File: config.mk
export PLATFORM = sky130hd
export DESIGN_NAME = asrw_receiver
export DESIGN_NICKNAME = d
export VERILOG_FILES = /design/src/inc/asrw_pkg.sv /design/src/rtl/asrw_receiver.sv /design/src/rtl/asrw_baud_gen.sv
export SDC_FILE = /design/constraint.sdc
export NUM_CORES = 1
export LEC_CHECK = 0
export BUFFER_PORTS_ARGS = -buffer_cell sky130_fd_sc_hd__buf_4
export CAP_MARGIN = 20
export CORE_UTILIZATION = 30
export CTS_BUF_LIST = sky130_fd_sc_hd__clkbuf_2 sky130_fd_sc_hd__clkbuf_4 sky130_fd_sc_hd__clkbuf_8
export DETAILED_ROUTE_END_ITERATION = 6
export PLACE_DENSITY = 0.47
export SETUP_SLACK_MARGIN = 0.4
export SLEW_MARGIN = 20
export SYNTH_ARGS = -nofsm -noshare
export SYNTH_HDL_FRONTEND = slang
export SYNTH_SLANG_ARGS = --single-unit
File: constraint.sdc
create_clock -name mclk -period 3 [get_ports mclk]
set_input_delay 0.6 -clock mclk [delete_from_list [all_inputs] [get_ports mclk]]
set_output_delay 0.6 -clock mclk [all_outputs]
set_load 0.05 [all_outputs]
File: src/inc/asrw_pkg.sv
package asrw_pkg;
	// Register byte offsets on the bus.
	localparam logic [7:0] OFS_RXCTL  = 8'h00;
	localparam logic [7:0] OFS_TXCTL  = 8'h04;
	localparam logic [7:0] OFS_BAUD   = 8'h08;
	localparam logic [7:0] OFS_DIVHI  = 8'h0C;
	localparam logic [7:0] OFS_DIVLO  = 8'h10;
	localparam logic [7:0] OFS_RXBUF  = 8'h14;
	localparam logic [7:0] OFS_TXBUF  = 8'h18;
	localparam logic [7:0] OFS_INTCTL = 8'h1C;
	localparam logic [2:0] HSIZE_WORD = 3'h2;

	// receive_status_control fields.
	localparam int RXC_PORT_EN   = 7;
	localparam int RXC_NINE_SEL  = 6;
	localparam int RXC_SINGLE_EN = 5;
	localparam int RXC_CONT_EN   = 4;
	localparam int RXC_ADDR_DET  = 3;
	localparam int RXC_FRAME_ERR = 2;
	localparam int RXC_OVRN_ERR  = 1;
	localparam int RXC_NINTH     = 0;
	// transmit_status_control fields.
	localparam int TXC_SYNC      = 4;
	localparam int TXC_HI_SPEED  = 2;
	localparam int TXC_SR_EMPTY  = 1;
	// baud_control fields.
	localparam int BDC_ABD_OVF   = 7;
	localparam int BDC_RX_IDLE   = 6;
	localparam int BDC_CLK_POL   = 4;
	localparam int BDC_DIV16     = 3;
	localparam int BDC_WAKE_EN   = 1;
	localparam int BDC_ABD_EN    = 0;
	// Interrupt control fields.
	localparam int INT_ENABLE    = 0;
	localparam int INT_PRIO      = 1;
	localparam int INT_FLAG      = 2;

	localparam logic [7:0] BYTE_RST      = 8'h00;
	localparam logic [7:0] BAUD_STORE_MSK = 8'h99;

	// Recovery timing in ticks of the x16 sampling clock, the x64 prescale count and data bit counts.
	localparam logic [3:0] SMP_START_MID = 4'h7;
	localparam logic [3:0] SMP_LAST      = 4'hF;
	localparam logic [1:0] PRE64_LAST    = 2'h3;
	localparam logic [3:0] BITS_EIGHT    = 4'h8;
	localparam logic [3:0] BITS_NINE     = 4'h9;

	typedef enum logic [4:0] {
		ST_IDLE  = 5'b00001,
		ST_START = 5'b00010,
		ST_DATA  = 5'b00100,
		ST_STOP  = 5'b01000,
		ST_WAKE  = 5'b10000
	} asrw_state_t;
endpackage

File: src/rtl/asrw_receiver.sv
`timescale 1ns/1ps
module asrw_receiver
	import asrw_pkg::*;
#(
	parameter int DIV_W = 16
)(
	input  wire logic        mclk,
	input  wire logic        arst_n,
	input  wire logic        hsel,
	input  wire logic [31:0] haddr,
	input  wire logic [1:0]  htrans,
	input  wire logic        hwrite,
	input  wire logic [2:0]  hsize,
	input  wire logic        hready,
	input  wire logic [31:0] hwdata,
	output logic      [31:0] hrdata,
	output logic             hreadyout,
	output logic             hresp,
	input  wire logic        rxLine,
	input  wire logic        sleepMode,
	output logic             irqHigh,
	output logic             irqLow
);
	if (DIV_W != 16)
	begin : g_chk
		$error("asrw_receiver: divisor is two 8-bit registers, DIV_W must be 16");
	end

	asrw_state_t state_r;
	logic [7:0]  rxCtl_r;
	logic [7:0]  txCtl_r;
	logic [7:0]  baudCtl_r;
	logic        wakeEn_r;
	logic [7:0]  divHi_r;
	logic [7:0]  divLo_r;
	logic [7:0]  txBuf_r;
	logic [1:0]  intCtl_r;
	logic [7:0]  rxBuf_r;
	logic        ninth_r;
	logic        frameErr_r;
	logic        ovrnErr_r;
	logic        bufFull_r;
	logic        wakePend_r;
	logic        wakeSeen_r;
	logic        rxMeta_r;
	logic        rxSync_r;
	logic        rxPrev_r;
	logic [2:0]  hist_r;
	logic [3:0]  smpCnt_r;
	logic [3:0]  bitCnt_r;
	logic [8:0]  shift_r;
	logic        wrPend_r;
	logic [7:0]  wrAddr_r;
	logic [31:0] hrdata_r;

	logic        asyncOn;
	logic        rxActive;
	logic        tick16;
	logic        maj;
	logic [3:0]  nBits;
	logic        doneNow;
	logic [7:0]  doneData;
	logic        doneNinth;
	logic        accept;
	logic        addrPhase;
	logic        busRead;
	logic        bufRead;
	logic        wrEn;
	logic [7:0]  wrByte;
	logic        wakeFall;
	logic        wakeRise;
	logic        rcFlag;
	logic [7:0]  rdMux;
	logic [7:0]  baudView;
	logic [7:0]  rxView;

	// asynchronous operation and wake-up monitoring gate
	assign asyncOn  = rxCtl_r[RXC_PORT_EN] && !txCtl_r[TXC_SYNC];
	// reception allowed only when enabled, awake, not blocked
	assign rxActive = asyncOn && rxCtl_r[RXC_CONT_EN] && !sleepMode
		&& !wakeEn_r && !ovrnErr_r;

	// generator stops in sleep, x64 only when both selects clear
	asrw_baud_gen #(
		.DIV_W   (DIV_W)
	) u_baud (
		.mclk    (mclk),
		.arst_n  (arst_n),
		.run     (asyncOn && !sleepMode),
		.divisor (baudCtl_r[BDC_DIV16] ? {divHi_r, divLo_r} : {8'h00, divLo_r}),
		.x64     (!txCtl_r[TXC_HI_SPEED] && !baudCtl_r[BDC_DIV16]),
		.tick16  (tick16)
	);

	always_ff @(posedge mclk or negedge arst_n)
	begin
		if (!arst_n)
		begin
			rxMeta_r <= 1'b1;
			rxSync_r <= 1'b1;
			rxPrev_r <= 1'b1;
		end
		else
		begin
			rxMeta_r <= rxLine;
			rxSync_r <= rxMeta_r;
			rxPrev_r <= rxSync_r;
		end
	end

	// Three-sample majority rejects a single glitch near the bit centre.
	assign maj = (hist_r[1] & hist_r[0]) | (hist_r[1] & rxSync_r) | (hist_r[0] & rxSync_r);
	// nine-bit select sets the data bit count
	assign nBits = rxCtl_r[RXC_NINE_SEL] ? BITS_NINE : BITS_EIGHT;

	// history of x16 samples feeds the bit decision
	always_ff @(posedge mclk or negedge arst_n)
	begin
		if (!arst_n)
			hist_r <= 3'h7;
		else if (tick16)
			hist_r <= {hist_r[1:0], rxSync_r};
	end

	always_ff @(posedge mclk or negedge arst_n)
	begin
		if (!arst_n)
		begin
			state_r  <= ST_IDLE;
			smpCnt_r <= '0;
			bitCnt_r <= '0;
			shift_r  <= '0;
		end
		else
		begin
			case (state_r)
				ST_IDLE:
				begin
					smpCnt_r <= '0;
					bitCnt_r <= '0;
					// wake-up enable holds the receiver out of reception
					if (wakeEn_r && asyncOn)
						state_r <= ST_WAKE;
					// start on a high-to-low between two x16 samples
					else if (rxActive && tick16 && hist_r[0] && !rxSync_r)
						state_r <= ST_START;
				end
				ST_START:
				begin
					if (!rxActive)
						state_r <= ST_IDLE;
					else if (tick16)
					begin
						if (smpCnt_r == SMP_START_MID)
						begin
							smpCnt_r <= '0;
							state_r  <= maj ? ST_IDLE : ST_DATA;
						end
						else
							smpCnt_r <= smpCnt_r + 1'b1;
					end
				end
				ST_DATA:
				begin
					if (!rxActive)
						state_r <= ST_IDLE;
					else if (tick16)
					begin
						smpCnt_r <= smpCnt_r + 1'b1;
						// one shift per bit time, LSB first
						if (smpCnt_r == SMP_LAST)
						begin
							shift_r  <= {maj, shift_r[8:1]};
							bitCnt_r <= bitCnt_r + 1'b1;
							if (bitCnt_r == nBits - 1'b1)
								state_r <= ST_STOP;
						end
					end
				end
				ST_STOP:
				begin
					if (!rxActive)
						state_r <= ST_IDLE;
					else if (tick16)
					begin
						smpCnt_r <= smpCnt_r + 1'b1;
						if (smpCnt_r == SMP_LAST)
							state_r <= ST_IDLE;
					end
				end
				ST_WAKE:
				begin
					if (!(wakeEn_r && asyncOn))
						state_r <= ST_IDLE;
				end
				default:
					state_r <= ST_IDLE;
			endcase
		end
	end

	assign doneNow = (state_r == ST_STOP) && rxActive && tick16 && (smpCnt_r == SMP_LAST);
	// an 8-bit frame leaves the data one place higher in the shifter
	assign doneData  = rxCtl_r[RXC_NINE_SEL] ? shift_r[7:0] : shift_r[8:1];
	assign doneNinth = rxCtl_r[RXC_NINE_SEL] & shift_r[8];
	// in nine-bit mode, address detect passes only characters with the ninth bit set
	assign accept = !(rxCtl_r[RXC_NINE_SEL] && rxCtl_r[RXC_ADDR_DET] && !doneNinth);

	// falling edge while monitoring; watched on mclk so it works in sleep
	assign wakeFall = (state_r == ST_WAKE) && !wakeSeen_r && rxPrev_r && !rxSync_r;
	// first rising edge after the event ends the wake-up
	assign wakeRise = (state_r == ST_WAKE) && wakeSeen_r && !rxPrev_r && rxSync_r;

	always_ff @(posedge mclk or negedge arst_n)
	begin
		if (!arst_n)
			wakeSeen_r <= 1'b0;
		else if (state_r != ST_WAKE || wakeRise)
			wakeSeen_r <= 1'b0;
		else if (wakeFall)
			wakeSeen_r <= 1'b1;
	end

	// Bus slave: zero wait states, address captured for the write data phase.
	assign addrPhase = hsel && hready && htrans[1] && (hsize == HSIZE_WORD);
	assign busRead   = addrPhase && !hwrite;
	assign bufRead   = busRead && (haddr[7:0] == OFS_RXBUF) && (haddr[31:8] == '0);
	assign wrEn      = wrPend_r;
	assign wrByte    = hwdata[7:0];

	always_ff @(posedge mclk or negedge arst_n)
	begin
		if (!arst_n)
		begin
			wrPend_r <= 1'b0;
			wrAddr_r <= '0;
		end
		else
		begin
			wrPend_r <= addrPhase && hwrite && (haddr[31:8] == '0);
			wrAddr_r <= haddr[7:0];
		end
	end

	always_ff @(posedge mclk or negedge arst_n)
	begin
		if (!arst_n)
		begin
			rxCtl_r   <= BYTE_RST;
			txCtl_r   <= BYTE_RST;
			baudCtl_r <= BYTE_RST;
			divHi_r   <= BYTE_RST;
			divLo_r   <= BYTE_RST;
			txBuf_r   <= BYTE_RST;
			intCtl_r  <= '0;
		end
		else if (wrEn)
		begin
			if (wrAddr_r == OFS_RXCTL)
				rxCtl_r <= wrByte;
			else if (wrAddr_r == OFS_TXCTL)
				txCtl_r <= wrByte;
			else if (wrAddr_r == OFS_BAUD)
				baudCtl_r <= wrByte & BAUD_STORE_MSK;
			else if (wrAddr_r == OFS_DIVHI)
				divHi_r <= wrByte;
			else if (wrAddr_r == OFS_DIVLO)
				divLo_r <= wrByte;
			else if (wrAddr_r == OFS_TXBUF)
				txBuf_r <= wrByte;
			else if (wrAddr_r == OFS_INTCTL)
				intCtl_r <= {wrByte[INT_PRIO], wrByte[INT_ENABLE]};
		end
	end

	// Software may rewrite wake-up enable; otherwise hardware clears it.
	always_ff @(posedge mclk or negedge arst_n)
	begin
		if (!arst_n)
			wakeEn_r <= 1'b0;
		else if (wrEn && wrAddr_r == OFS_BAUD)
			wakeEn_r <= wrByte[BDC_WAKE_EN];
		else if (wakeRise)
			wakeEn_r <= 1'b0;
	end

	always_ff @(posedge mclk or negedge arst_n)
	begin
		if (!arst_n)
		begin
			rxBuf_r    <= '0;
			ninth_r    <= 1'b0;
			frameErr_r <= 1'b0;
			ovrnErr_r  <= 1'b0;
			bufFull_r  <= 1'b0;
		end
		else
		begin
			// a new character into an unread buffer is lost and blocks
			if (doneNow && accept && bufFull_r)
				ovrnErr_r <= 1'b1;
			// clearing continuous receive clears latched errors
			else if (!rxCtl_r[RXC_CONT_EN])
				ovrnErr_r <= 1'b0;
			// load the buffer, set flag, latch the stop-bit error
			if (doneNow && accept && !bufFull_r)
			begin
				rxBuf_r    <= doneData;
				ninth_r    <= doneNinth;
				frameErr_r <= !maj;
				bufFull_r  <= 1'b1;
			end
			else
			begin
				if (!rxCtl_r[RXC_CONT_EN])
					frameErr_r <= 1'b0;
				if (bufRead)
					bufFull_r <= 1'b0;
			end
		end
	end

	always_ff @(posedge mclk or negedge arst_n)
	begin
		if (!arst_n)
			wakePend_r <= 1'b0;
		// wake-up event raises the receive flag; set wins over clear
		else if (wakeFall)
			wakePend_r <= 1'b1;
		// buffer read drops the wake-up condition
		else if (bufRead)
			wakePend_r <= 1'b0;
	end

	// one receive flag for data and wake-up
	assign rcFlag = bufFull_r || wakePend_r;

	// error and ninth-bit view over the stored control bits
	assign rxView = {rxCtl_r[7:3], frameErr_r, ovrnErr_r, ninth_r};
	// unimplemented bits zero, idle bit from the receiver state
	assign baudView = baudCtl_r
		| ({7'h00, wakeEn_r} << BDC_WAKE_EN)
		| ({7'h00, state_r == ST_IDLE || state_r == ST_WAKE} << BDC_RX_IDLE);

	always_comb
	begin
		rdMux = BYTE_RST;
		if (haddr[31:8] != '0)
			rdMux = BYTE_RST;
		else if (haddr[7:0] == OFS_RXCTL)
			rdMux = rxView;
		else if (haddr[7:0] == OFS_TXCTL)
			rdMux = txCtl_r | ({7'h00, 1'b1} << TXC_SR_EMPTY);
		else if (haddr[7:0] == OFS_BAUD)
			rdMux = baudView;
		else if (haddr[7:0] == OFS_DIVHI)
			rdMux = divHi_r;
		else if (haddr[7:0] == OFS_DIVLO)
			rdMux = divLo_r;
		// buffer read gives the eight low data bits
		else if (haddr[7:0] == OFS_RXBUF)
			rdMux = rxBuf_r;
		else if (haddr[7:0] == OFS_TXBUF)
			rdMux = txBuf_r;
		else if (haddr[7:0] == OFS_INTCTL)
			rdMux = {5'h00, rcFlag, intCtl_r};
	end

	// Read data is latched at the address edge so it stands for the data phase.
	always_ff @(posedge mclk or negedge arst_n)
	begin
		if (!arst_n)
			hrdata_r <= '0;
		else if (busRead)
			hrdata_r <= {24'h000000, rdMux};
	end

	assign hrdata    = hrdata_r;
	assign hreadyout = 1'b1;
	assign hresp     = 1'b0;

	// enabled flag routed by priority bit
	assign irqHigh = rcFlag && intCtl_r[INT_ENABLE] && intCtl_r[INT_PRIO];
	assign irqLow  = rcFlag && intCtl_r[INT_ENABLE] && !intCtl_r[INT_PRIO];
endmodule // asrw_receiver

File: src/rtl/asrw_baud_gen.sv
`timescale 1ns/1ps
module asrw_baud_gen
	import asrw_pkg::*;
#(
	parameter int DIV_W = 16
)(
	input  wire logic             mclk,
	input  wire logic             arst_n,
	input  wire logic             run,
	input  wire logic [DIV_W-1:0] divisor,
	input  wire logic             x64,
	output logic                  tick16
);
	logic [DIV_W-1:0] cnt_r;
	logic [1:0]       pre_r;
	logic             brgTick;

	if (DIV_W < 8)
	begin : g_chk
		$error("asrw_baud_gen: DIV_W must be at least 8");
	end

	assign brgTick = run && (cnt_r == '0);

	always_ff @(posedge mclk or negedge arst_n)
	begin
		if (!arst_n)
			cnt_r <= '0;
		else if (!run || brgTick)
			cnt_r <= divisor;
		else
			cnt_r <= cnt_r - 1'b1;
	end

	// In the x64 setting every fourth generator tick becomes one x16 sample.
	always_ff @(posedge mclk or negedge arst_n)
	begin
		if (!arst_n)
			pre_r <= '0;
		else if (!run)
			pre_r <= '0;
		else if (brgTick)
			pre_r <= pre_r + 1'b1;
	end

	assign tick16 = brgTick && (!x64 || pre_r == PRE64_LAST);
endmodule // asrw_baud_gen

==> results of run 1 <==
[Yosys cell counts, types with 2 or more instances]
| cell type | number | area (µm²) |
|---|---|---|
| nand2_1 | 86 | 323 |
| or4_1 | 3 | 22.5 |
| mux2_2 | 47 | 529 |
| nand3b_1 | 3 | 22.5 |
| o31ai_1 | 3 | 22.5 |
| xor2_1 | 8 | 70.1 |
| a221oi_1 | 4 | 35.0 |
| nand4_1 | 4 | 25.0 |
| dfrtp_1 | 113 | 2830 |
| buf_1 | 5 | 18.8 |
| or4_4 | 2 | 22.5 |
| a22oi_1 | 2 | 15.0 |
| o211ai_1 | 2 | 15.0 |
| nor2_1 | 33 | 124 |
| a21o_1 | 5 | 37.5 |
| nand2b_1 | 6 | 37.5 |
| ha_1 | 5 | 62.6 |
| o21ai_0 | 48 | 240 |
| nor3_1 | 13 | 65.1 |
| or2_2 | 4 | 25.0 |
| mux2i_1 | 14 | 140 |
| o22ai_1 | 6 | 37.5 |
| a22o_1 | 5 | 43.8 |
| inv_1 | 6 | 22.5 |
| or3_1 | 3 | 18.8 |
| conb_1 | 2 | 7.51 |
| dfstp_2 | 6 | 158 |
| xnor2_1 | 10 | 87.6 |
| nand3_1 | 18 | 90.1 |
| nor3b_1 | 4 | 30.0 |
| a21oi_1 | 14 | 70.1 |
| and3_1 | 5 | 31.3 |
| or3b_2 | 2 | 17.5 |
| mux4_2 | 3 | 67.6 |
| buf_4 | 27 | 203 |
| a211oi_1 | 2 | 15.0 |
| or3_4 | 2 | 22.5 |
| nor4b_1 | 3 | 26.3 |
| clkbuf_1 | 13 | 48.8 |
| nor4_1 | 13 | 81.3 |
| nor2b_1 | 9 | 56.3 |
[worst max-delay path: stages, from the launching register on]
cell and delay [ns]:
dfrtp_1 0.39, or4_4 0.54, or3_4 0.35, or3_4 0.41, or4_4 0.53, and3_4 0.19
a21o_1 0.14
[path summary, 6_finish.rpt]
check | startpoint | to | slack [ns]
hold / removal | arst_n | bitCnt_r[0] | 0.08
hold reg to reg | rxMeta_r | rxSync_r | 0.36
setup reg to reg | u_baud.cnt_r[9] | bitCnt_r[1] | 0.35
setup / recovery | u_baud.cnt_r[9] | bitCnt_r[1] | 0.35
max in group asynchronous | arst_n | wrAddr_r[7] | 2.15
min in group mclk | rxLine | rxMeta_r | 0.26
[layout by cell type (no fill, tap or decap), types with 3 or more instances in the layout]
| cell type | synthesis | layout |
|---|---|---|
| nand3_1 | 18 | 18 |
| nand4_1 | 4 | 4 |
| nand3b_1 | 3 | 3 |
| buf_4 | 27 | 74 |
| clkbuf_8 | 0 | 19 |
| xor2_1 | 8 | 8 |
| and3_1 | 5 | 4 |
| or3_1 | 3 | 3 |
| nor2b_1 | 9 | 8 |
| nor3_1 | 13 | 13 |
| nor3b_1 | 4 | 4 |
| mux2i_1 | 14 | 14 |
| nand2b_1 | 6 | 6 |
| bufinv_16 | 0 | 4 |
| mux4_2 | 3 | 3 |
| o31ai_1 | 3 | 3 |
| a22o_1 | 5 | 5 |
| or2_2 | 4 | 3 |
| mux2_2 | 47 | 47 |
| dfrtp_1 | 113 | 112 |
| nor2_1 | 33 | 32 |
| a21oi_1 | 14 | 14 |
| dfstp_2 | 6 | 6 |
| clkbuf_4 | 0 | 3 |
| conb_1 | 2 | 26 |
| a221oi_1 | 4 | 3 |
| nand2_1 | 86 | 86 |
| xnor2_1 | 10 | 10 |
| inv_1 | 6 | 6 |
| or4_1 | 3 | 3 |
| ha_1 | 5 | 5 |
| a21o_1 | 5 | 5 |
| o21ai_0 | 48 | 48 |
| clkinv_2 | 0 | 6 |
| nor4_1 | 13 | 12 |
| o22ai_1 | 6 | 6 |
[per-stage QoR]
stage	total power, mW	std cells	utilization	hold WS [ns]	area (µm²)
6_report	3.82	929	0.368	0.0807	7160
2_1_floorplan	2.09	602	-	0.304	6070
5_1_grt	4.00	929	0.368	0.0901	7160
4_1_cts	3.88	927	0.366	0.0666	7130
3_3_place_gp	2.24	892	0.343	0.348	6670
3_5_place_dp	2.25	892	0.343	0.347	6670
[registers in the layout, indices dropped and copies added, names as in the netlist, 7 cells and up]
signal,flops
u_baud.cnt_r,16
shift_r,9
divHi_r,8
divLo_r,8
hrdata,8
rxBuf_r,8
txBuf_r,8
wrAddr_r,8
txCtl_r,7
[final cells by class]
| type | instances | area [µm²] | share of cell area |
|---|---|---|---|
| Timing Repair Buffer | 76 | 587 | 0.0819 |
| Multi-Input combinational cell | 431 | 2800 | 0.391 |
| Clock buffer | 22 | 284 | 0.0396 |
| Clock inverter | 10 | 150 | 0.0210 |
| Inverter | 6 | 22.5 | 0.00314 |
| Tap cell | 265 | 332 | 0.0463 |
| Sequential cell | 119 | 2990 | 0.417 |
[cells by family after synthesis]
group           after synthesis  share of synthesized area
fa+ha+maj                     6                     0.0122
compound gates               97                     0.0982
mux                          64                      0.124
flops                       119                      0.502
xor+xnor                     18                     0.0265
other cells                   2                    0.00126
simple gates                220                      0.186
buf+inv                      52                     0.0500
[what timing repair did]
item                       in CTS  in global routing
cloned                          0                  0
setup endpoints to repair      10                 15
pin swaps                       2                  1
buffers inserted                3                  2
gates resized for setup         0                  5
[power groups by stage]
stage	clock (mW)	combinational (mW)	sequential, mW
after floorplan	0	0.355	1.73
after global placement	0	0.497	1.75
after detailed placement	0	0.505	1.75
after CTS	1.65	0.508	1.72
after global routing	1.72	0.554	1.73
final	1.60	0.504	1.72
[per-layer routing]
metal / part of all wire / GRT usage / wire (µm) / up-vias
met5: 0 / 0 / 0 / -
met4: 0.0042 / 0.0357 / 64 / 0
met3: 0.037 / 0.0392 / 564 / 4
met2: 0.48 / 0.250 / 7220 / 83
met1: 0.48 / 0.214 / 7320 / 2229
li1: - / - / - / 2153
==> flow_summary.json, run 1 <==
{
  "critPathRequiredTime_ns": 3.33,
  "p_seq_frac": 0.449,
  "start_util": 0.306,
  "num_vias": 4469,
  "min_period_ns": 2.65,
  "hold_buffers": 0,
  "root_buffer": "clkbuf_8",
  "hold_viol": 0,
  "cp_data_arrival_time_ns": 2.98,
  "core_region_area_um2": 19500,
  "path_clk_slew_ns": 0.07,
  "ys_ff_latch": 119,
  "wl_per_cell_um": 16.3,
  "cts_buffer_depth": 2,
  "yosysSeqAreaShare": 0.502,
  "pwr-share-comb": 0.132,
  "slew_headroom": 0.272,
  "synth_warnings": 0,
  "switching_share": 0.264,
  "worstSetupPathType": "flop to flop",
  "cts_made_buffers": 17,
  "max_freq_mhz": 378,
  "grt_pass1_vias": 4429,
  "syn2layout_area_growth_pct": 20.4,
  "tightest_slew_ns": 1.08,
  "hold_path_class": "primary input to asynchronous set/reset pin",
  "die_h_um": 143,
  "drt_drc_violations_left": 0,
  "dieArea_um2": 20400,
  "dp.final_hpwl_um": 11300,
  "tns_ns": 0,
  "cp-end-kind": "flop",
  "clock_sinks": 119,
  "clock_power_share": 0.419,
  "finClkSkew_ns": 0.0100,
  "status": "completed",
  "dr.pass1.iters": 4,
  "grt_pass1_wl_um": 24000,
  "syn_avg_cell_area_um2": 10.3,
  "synth_area_um2": 5950,
  "setup_viol": 0,
  "worstSkewPairLatency_ns": 0.44,
  "synth_cell_types": 56,
  "syn_inst": 578,
  "peakVddDrop_v": 0.000266,
  "place_ws_ns": 0.181,
  "cp_max_fo": 3,
  "antenna_found_initial": 0,
  "portBuffers": 60,
  "internal_power_mw": 2.82,
  "viasPerCell": 4.81,
  "synth_edf_count": 0,
  "row_count": 51,
  "drv_cap": 0,
  "p_leak_nw": 3.28,
  "drive_gt1_frac": 0.277,
  "cts_tree": "yes",
  "gr-usage-all-layers": 0.157,
  "ios": 112,
  "drtIter0Drc": 198,
  "slew_violations": 0,
  "drt_wl_total_um": 15200,
  "grt_overflow": 0,
  "final_antenna_net_count": 0,
  "ff2ff_path_depth": 6,
  "powerDensity_nw_per_um2": 534,
  "grt_max_degree": 61,
  "setup_ws_ns": 0.352,
  "antenna_cells": 0,
  "start_kind": "flop",
  "final.period_utilization": 0.883,
  "htreeDepth": 4,
  "gp_congestion": 0.782,
  "final_nets": 732,
  "ys.flop_type": "dfrtp_1",
  "async_reset_ff_frac": 1.00,
  "rsz0062_at_grt": "true",
  "die_w_um": 143,
  "fillers": 1980,
  "power.net_switching_mw": 1.01
}
(Power assumes the default switching activity.)
==> run 2: changes to the inputs <==
--- a/config.mk
+++ b/config.mk
@@ -7,10 +7,13 @@
 export LEC_CHECK = 0
 export BUFFER_PORTS_ARGS = -buffer_cell sky130_fd_sc_hd__buf_4
 export CAP_MARGIN = 20
+export CELL_PAD_IN_SITES_DETAIL_PLACEMENT = 0
+export CELL_PAD_IN_SITES_GLOBAL_PLACEMENT = 1
 export CORE_UTILIZATION = 30
 export CTS_BUF_LIST = sky130_fd_sc_hd__clkbuf_2 sky130_fd_sc_hd__clkbuf_4 sky130_fd_sc_hd__clkbuf_8
 export DETAILED_ROUTE_END_ITERATION = 6
-export PLACE_DENSITY = 0.47
+export MAX_ROUTING_LAYER = met4
+export PLACE_DENSITY = 0.58
 export SETUP_SLACK_MARGIN = 0.4
 export SLEW_MARGIN = 20
 export SYNTH_ARGS = -nofsm -noshare
==> run 2 against run 1 <==
  * Sequential cell count did not move
  * Via count rose by 0.40%
  * Largest cell class unchanged
  * Global-route usage rose by 0.55 points
  * Critical endpoint unchanged
  * Largest power group unchanged
  * Clock power fell by 15%
==> flow_summary.json, run 2 (synthesized netlist as in run 1, its figures left out) <==
{
  "critPathSlowestCell": "or4_4",
  "tightest_slew_ns": 0.707,
  "powerDensity_nw_per_um2": 504,
  "r2r-end": "bitCnt_r[1]",
  "endpoint": "bitCnt_r[1]",
  "max_freq_mhz": 381,
  "gp_congestion": 0.789,
  "place_ws_ns": 0.165,
  "worstSkewPairLatency_ns": 0.44,
  "dp.final_hpwl_um": 11300,
  "top_register": "u_baud.cnt_r",
  "slew_headroom": 0.529,
  "row_count": 51,
  "dieArea_um2": 20400,
  "stdcell_area_um2": 7120,
  "r2r-start": "u_baud.cnt_r[9]",
  "rrSetupSlack_ns": 0.37,
  "drt_wl_total_um": 15300,
  "syn2layout_area_growth_pct": 19.7,
  "die_h_um": 143,
  "grt_max_degree": 53,
  "critPathRequiredTime_ns": 3.33,
  "met1_usage": 0.216,
  "setup_ws_ns": 0.372,
  "clock_sinks": 119,
  "ff2ff_path_depth": 6,
  "core_region_area_um2": 19500,
  "tns_ns": 0,
  "grt_overflow": 0,
  "drtIter0Drc": 173,
  "die_w_um": 143,
  "hold_path_class": "primary input to asynchronous set/reset pin",
  "dr.pass1.iters": 5,
  "cts_made_buffers": 17,
  "grt_pass1_vias": 4404,
  "hold_buffers": 0,
  "min_period_ns": 2.63,
  "layout.cells.non_filler": 933,
  "drive_gt1_frac": 0.280,
  "peakVddDrop_v": 0.000283,
  "reg_top3": "u_baud.cnt_r: 16 flops, shift_r: 9 flops",
  "status": "completed",
  "fin_util": 0.366,
  "layout_common_cells": "dfrtp_1, nand2_1, buf_4, o21ai_0, mux2_2",
  "finClkSkew_ns": 0.0140,
  "setup_viol": 0,
  "cp_max_fo": 3,
  "placed_area_um2": 6690,
  "drv_cap": 0,
  "final.period_utilization": 0.876,
  "slew_violations": 0,
  "drt_drc_violations_left": 0,
  "final_antenna_net_count": 0,
  "path_clk_slew_ns": 0.07,
  "cp-startpoint": "u_baud.cnt_r[9]",
  "hold_viol": 0,
  "whs_ns": 0.198,
  "htreeDepth": 4,
  "num_vias": 4487,
  "gr-usage-all-layers": 0.162,
  "dp_cells": 894,
  "largest_reg_flops": 16,
  "cts_buffer_depth": 2,
  "final_common_cell": "dfrtp_1",
  "finalPower_mw": 3.59,
  "rsz0062_at_grt": "true",
  "grt_pass1_wl_um": 24000,
  "wl_per_cell_um": 16.4,
  "cp_data_arrival_time_ns": 2.96,
  "cts_tree": "yes",
  "ios": 112,
  "worstSetupPathType": "flop to flop",
  "top_usage_layer": "met2",
  "use_met3": 0.0389,
  "crit_chain": "or4_4 -> or3_4 -> or3_4 -> or4_4 -> and3_4 -> a21o_1",
  "start_kind": "flop",
  "cp-end-kind": "flop",
  "final_nets": 736,
  "antenna_cells": 0,
  "start_util": 0.306,
  "p_leak_nw": 3.25,
  "critPathMaxStageDelay_ns": 0.54,
  "viasPerCell": 4.81,
  "root_buffer": "clkbuf_8",
  "antenna_found_initial": 0,
  "use_met2": 0.248,
  "portBuffers": 60,
  "fillers": 1971
}
[run 2: cell types whose count changed in the layout (fill, tap and decap cells not counted), sizes merged]
| cell | before | now |
|---|---|---|
| buf | 76 | 80 |
| bufinv | 4 | 1 |
| clkinvlp | 0 | 1 |
| clkinv | 6 | 8 |
[run 2: where the power goes]
| part | switching (mW) | internal (mW) | total [mW] |
|---|---|---|---|
| registers | 0.0494 | 1.67 | 1.72 |
| clock network | 0.638 | 0.726 | 1.36 |
| logic | 0.326 | 0.182 | 0.509 |
| total | 1.01 | 2.58 | 3.59 |
[run 2: area by class of cell]
class                      instances  area, µm²  area share
clock buffer                      22        290      0.0408
timing repair buffer              80        617      0.0866
tap                              265        332      0.0466
clock inverter                    10       77.6      0.0109
inverter                           6       22.5     0.00316
multi-input combinational        431       2800       0.393
sequential                       119       2990       0.419
[run 2: repair_timing]
action	CTS	global route
setup buffers	7	0
resized for setup	3	0
endpoints found under the setup margin	10	10
pin swaps	2	1
hold endpoints to repair	0	0
[run 2: metal layers]
metal / up-vias / wire, µm
met5: - / 0
met4: 0 / 144
met3: 9 / 599
met2: 90 / 7220
met1: 2232 / 7350
li1: 2156 / -
[run 2: how the worst min path moves through the flow]
stage / from / end / slack, ns / cells after the start
floorplan: arst_n / baudCtl_r[0] / 0.30 / 0
global placement: rxMeta_r / rxSync_r / 0.35 / 0
detailed placement: rxMeta_r / rxSync_r / 0.35 / 0
CTS: arst_n / u_baud.cnt_r[4] / 0.21 / 1
global route: arst_n / u_baud.cnt_r[4] / 0.23 / 1
finish: arst_n / u_baud.cnt_r[4] / 0.20 / 1
[run 2: critical path, delay by kind of cell, from the launching register on]
kind             cells  cell delay [ns]
AO/OA/AOI/OAI        1             0.14
AND/OR/NAND/NOR      5             2.00
flip-flops           1             0.38
==> run 3: changes to the inputs <==
--- a/config.mk
+++ b/config.mk
@@ -12,6 +12,7 @@
 export CORE_UTILIZATION = 30
 export CTS_BUF_LIST = sky130_fd_sc_hd__clkbuf_2 sky130_fd_sc_hd__clkbuf_4 sky130_fd_sc_hd__clkbuf_8
 export DETAILED_ROUTE_END_ITERATION = 6
+export HOLD_SLACK_MARGIN = 0.03
 export MAX_ROUTING_LAYER = met4
 export PLACE_DENSITY = 0.58
 export SETUP_SLACK_MARGIN = 0.4
==> constraint.sdc (replaced) <==
create_clock -name mclk -period 2.5 [get_ports mclk]
set_input_delay 0.5 -clock mclk [delete_from_list [all_inputs] [get_ports mclk]]
set_output_delay 0.5 -clock mclk [all_outputs]
set_load 0.05 [all_outputs]
==> run 3 against run 2 <==
  * The flow now finishes with violations (negative setup slack)
  * Utilization is 2.7 points higher
  * Wire length is 4.5% higher
  * Combinational power grew 46%
  * Die area is the same
  * Total power up 29%
  * Design area rose by 7.4%
  * Fmax down 0.23%
  * Count of clock-buffer cells in the layout is 2 higher
  * Cell count up 3.8%
  * Critical path depth unchanged
  * Via count grew 3.7%
==> flow_summary.json, run 3 (synthesized netlist as in run 1, its figures left out) <==
{
  "powerDensity_nw_per_um2": 605,
  "setup_ws_ns": -0.134,
  "pwr-share-comb": 0.161,
  "start_kind": "flop",
  "ff2ff_path_depth": 6,
  "slew_violations": 0,
  "drive_gt1_frac": 0.347,
  "p_leak_nw": 3.52,
  "die_w_um": 143,
  "rrSetupSlack_ns": -0.13,
  "peakVddDrop_v": 0.000294,
  "num_vias": 4654,
  "antenna_cells": 0,
  "drt_drc_violations_left": 0,
  "hold_buffers": 0,
  "dr.pass1.iters": 4,
  "cts_tree": "yes",
  "cp_data_arrival_time_ns": 2.96,
  "dieArea_um2": 20400,
  "final_nets": 771,
  "root_buffer": "clkbuf_8",
  "finClkSkew_ns": 0.0158,
  "tightest_slew_ns": 0.739,
  "whs_ns": 0.128,
  "switching_share": 0.275,
  "drv_cap": 0,
  "viasPerCell": 4.81,
  "portBuffers": 60,
  "rsz0062_at_grt": "true",
  "r2r-start": "u_baud.cnt_r[12]",
  "row_count": 51,
  "start_util": 0.306,
  "ios": 112,
  "power.net_switching_mw": 1.27,
  "internal_power_mw": 3.35,
  "max_freq_mhz": 380,
  "reg_top3": "u_baud.cnt_r: 16 flops, shift_r: 9 flops",
  "p_seq_frac": 0.445,
  "layout_common_cells": "dfrtp_1, buf_4, nand2_1, mux2_2, o21ai_0",
  "htreeDepth": 4,
  "grt_overflow": 0,
  "drtIter0Drc": 194,
  "fin_util": 0.393,
  "drt_wl_total_um": 16000,
  "core_region_area_um2": 19500,
  "tns_ns": -0.750,
  "hold_viol": 0,
  "setup_viol": 10,
  "cp_max_fo": 2,
  "cts_made_buffers": 17,
  "place_ws_ns": -0.124,
  "cp-end-kind": "flop",
  "antenna_found_initial": 0,
  "final.period_utilization": 1.05,
  "grt_max_degree": 55,
  "grt_pass1_vias": 4704,
  "top_register": "u_baud.cnt_r",
  "final_common_cell": "dfrtp_1",
  "critPathRequiredTime_ns": 2.83,
  "largest_reg_flops": 16,
  "worstSkewPairLatency_ns": 0.44,
  "grt_pass1_wl_um": 25500,
  "violations": "negative setup slack",
  "gp_congestion": 0.820,
  "placed_area_um2": 6860,
  "hold_path_class": "primary input to asynchronous set/reset pin",
  "dp.final_hpwl_um": 11700,
  "clock_sinks": 119,
  "path_clk_slew_ns": 0.07,
  "gr-usage-all-layers": 0.173,
  "min_period_ns": 2.63,
  "stdcell_area_um2": 7650,
  "r2r-end": "bitCnt_r[1]",
  "final_antenna_net_count": 0,
  "wl_per_cell_um": 16.5,
  "die_h_um": 143,
  "clock_power_share": 0.394,
  "syn2layout_area_growth_pct": 28.5,
  "slew_headroom": 0.507,
  "worstSetupPathType": "flop to flop",
  "status": "complete, but fails checks",
  "cts_buffer_depth": 2
}
## run 3: worst max-delay path by stage
stage | slack [ns] | to | startpoint | cells past startpoint
after global placement | -0.09 | bitCnt_r[1] | u_baud.cnt_r[12] | 6
after detailed placement | -0.12 | bitCnt_r[1] | u_baud.cnt_r[12] | 6
after CTS | -0.14 | bitCnt_r[0] | u_baud.cnt_r[12] | 7
after floorplan | -0.06 | bitCnt_r[1] | u_baud.cnt_r[10] | 6
after global routing | -0.18 | bitCnt_r[1] | u_baud.cnt_r[12] | 6
final | -0.13 | bitCnt_r[1] | u_baud.cnt_r[12] | 6
## run 3: stage by stage
stage	std cells	total power, mW
2_1_floorplan	602	2.53
6_report	968	4.62
4_1_cts	957	4.65
3_3_place_gp	910	2.74
5_1_grt	968	4.83
3_5_place_dp	910	2.76
## run 3: worst max-delay path, stage by stage (launching register included)
cell and delay (ns):
dfrtp_1 0.39, or4_4 0.54, or3_4 0.35, or3_4 0.39
or4_4 0.52, and3_4 0.19, a21o_1 0.15
## run 3: power groups by stage
stage / Sequential, mW / Combinational, mW / Clock [mW]
6_report: 2.06 / 0.744 / 1.82
5_1_grt: 2.07 / 0.812 / 1.95
4_1_cts: 2.06 / 0.714 / 1.88
3_5_place_dp: 2.10 / 0.660 / 0
3_3_place_gp: 2.10 / 0.648 / 0
2_1_floorplan: 2.08 / 0.449 / 0
## run 3: final cells by class
class                      count  area [µm²]
fill                        1982       11800
sequential                   119        2990
clock inverter                 8        92.6
tap                          265         332
timing repair buffer         115         917
clock buffer                  24         324
multi-input combinational    431        2970
inverter                       6        22.5
## run 3: timing repair
action                                  CTS  global route
endpoints found under the setup margin   32            33
pin swaps                                 5             8
buffers inserted                         13            10
gates cloned                              2             1
gates resized for setup                  26            29
## run 3: routing by layer
metal	track usage	routed length, µm
met4	0.0487	211
met5	-	0
met1	0.219	7550
met3	0.0392	438
met2	0.276	7810
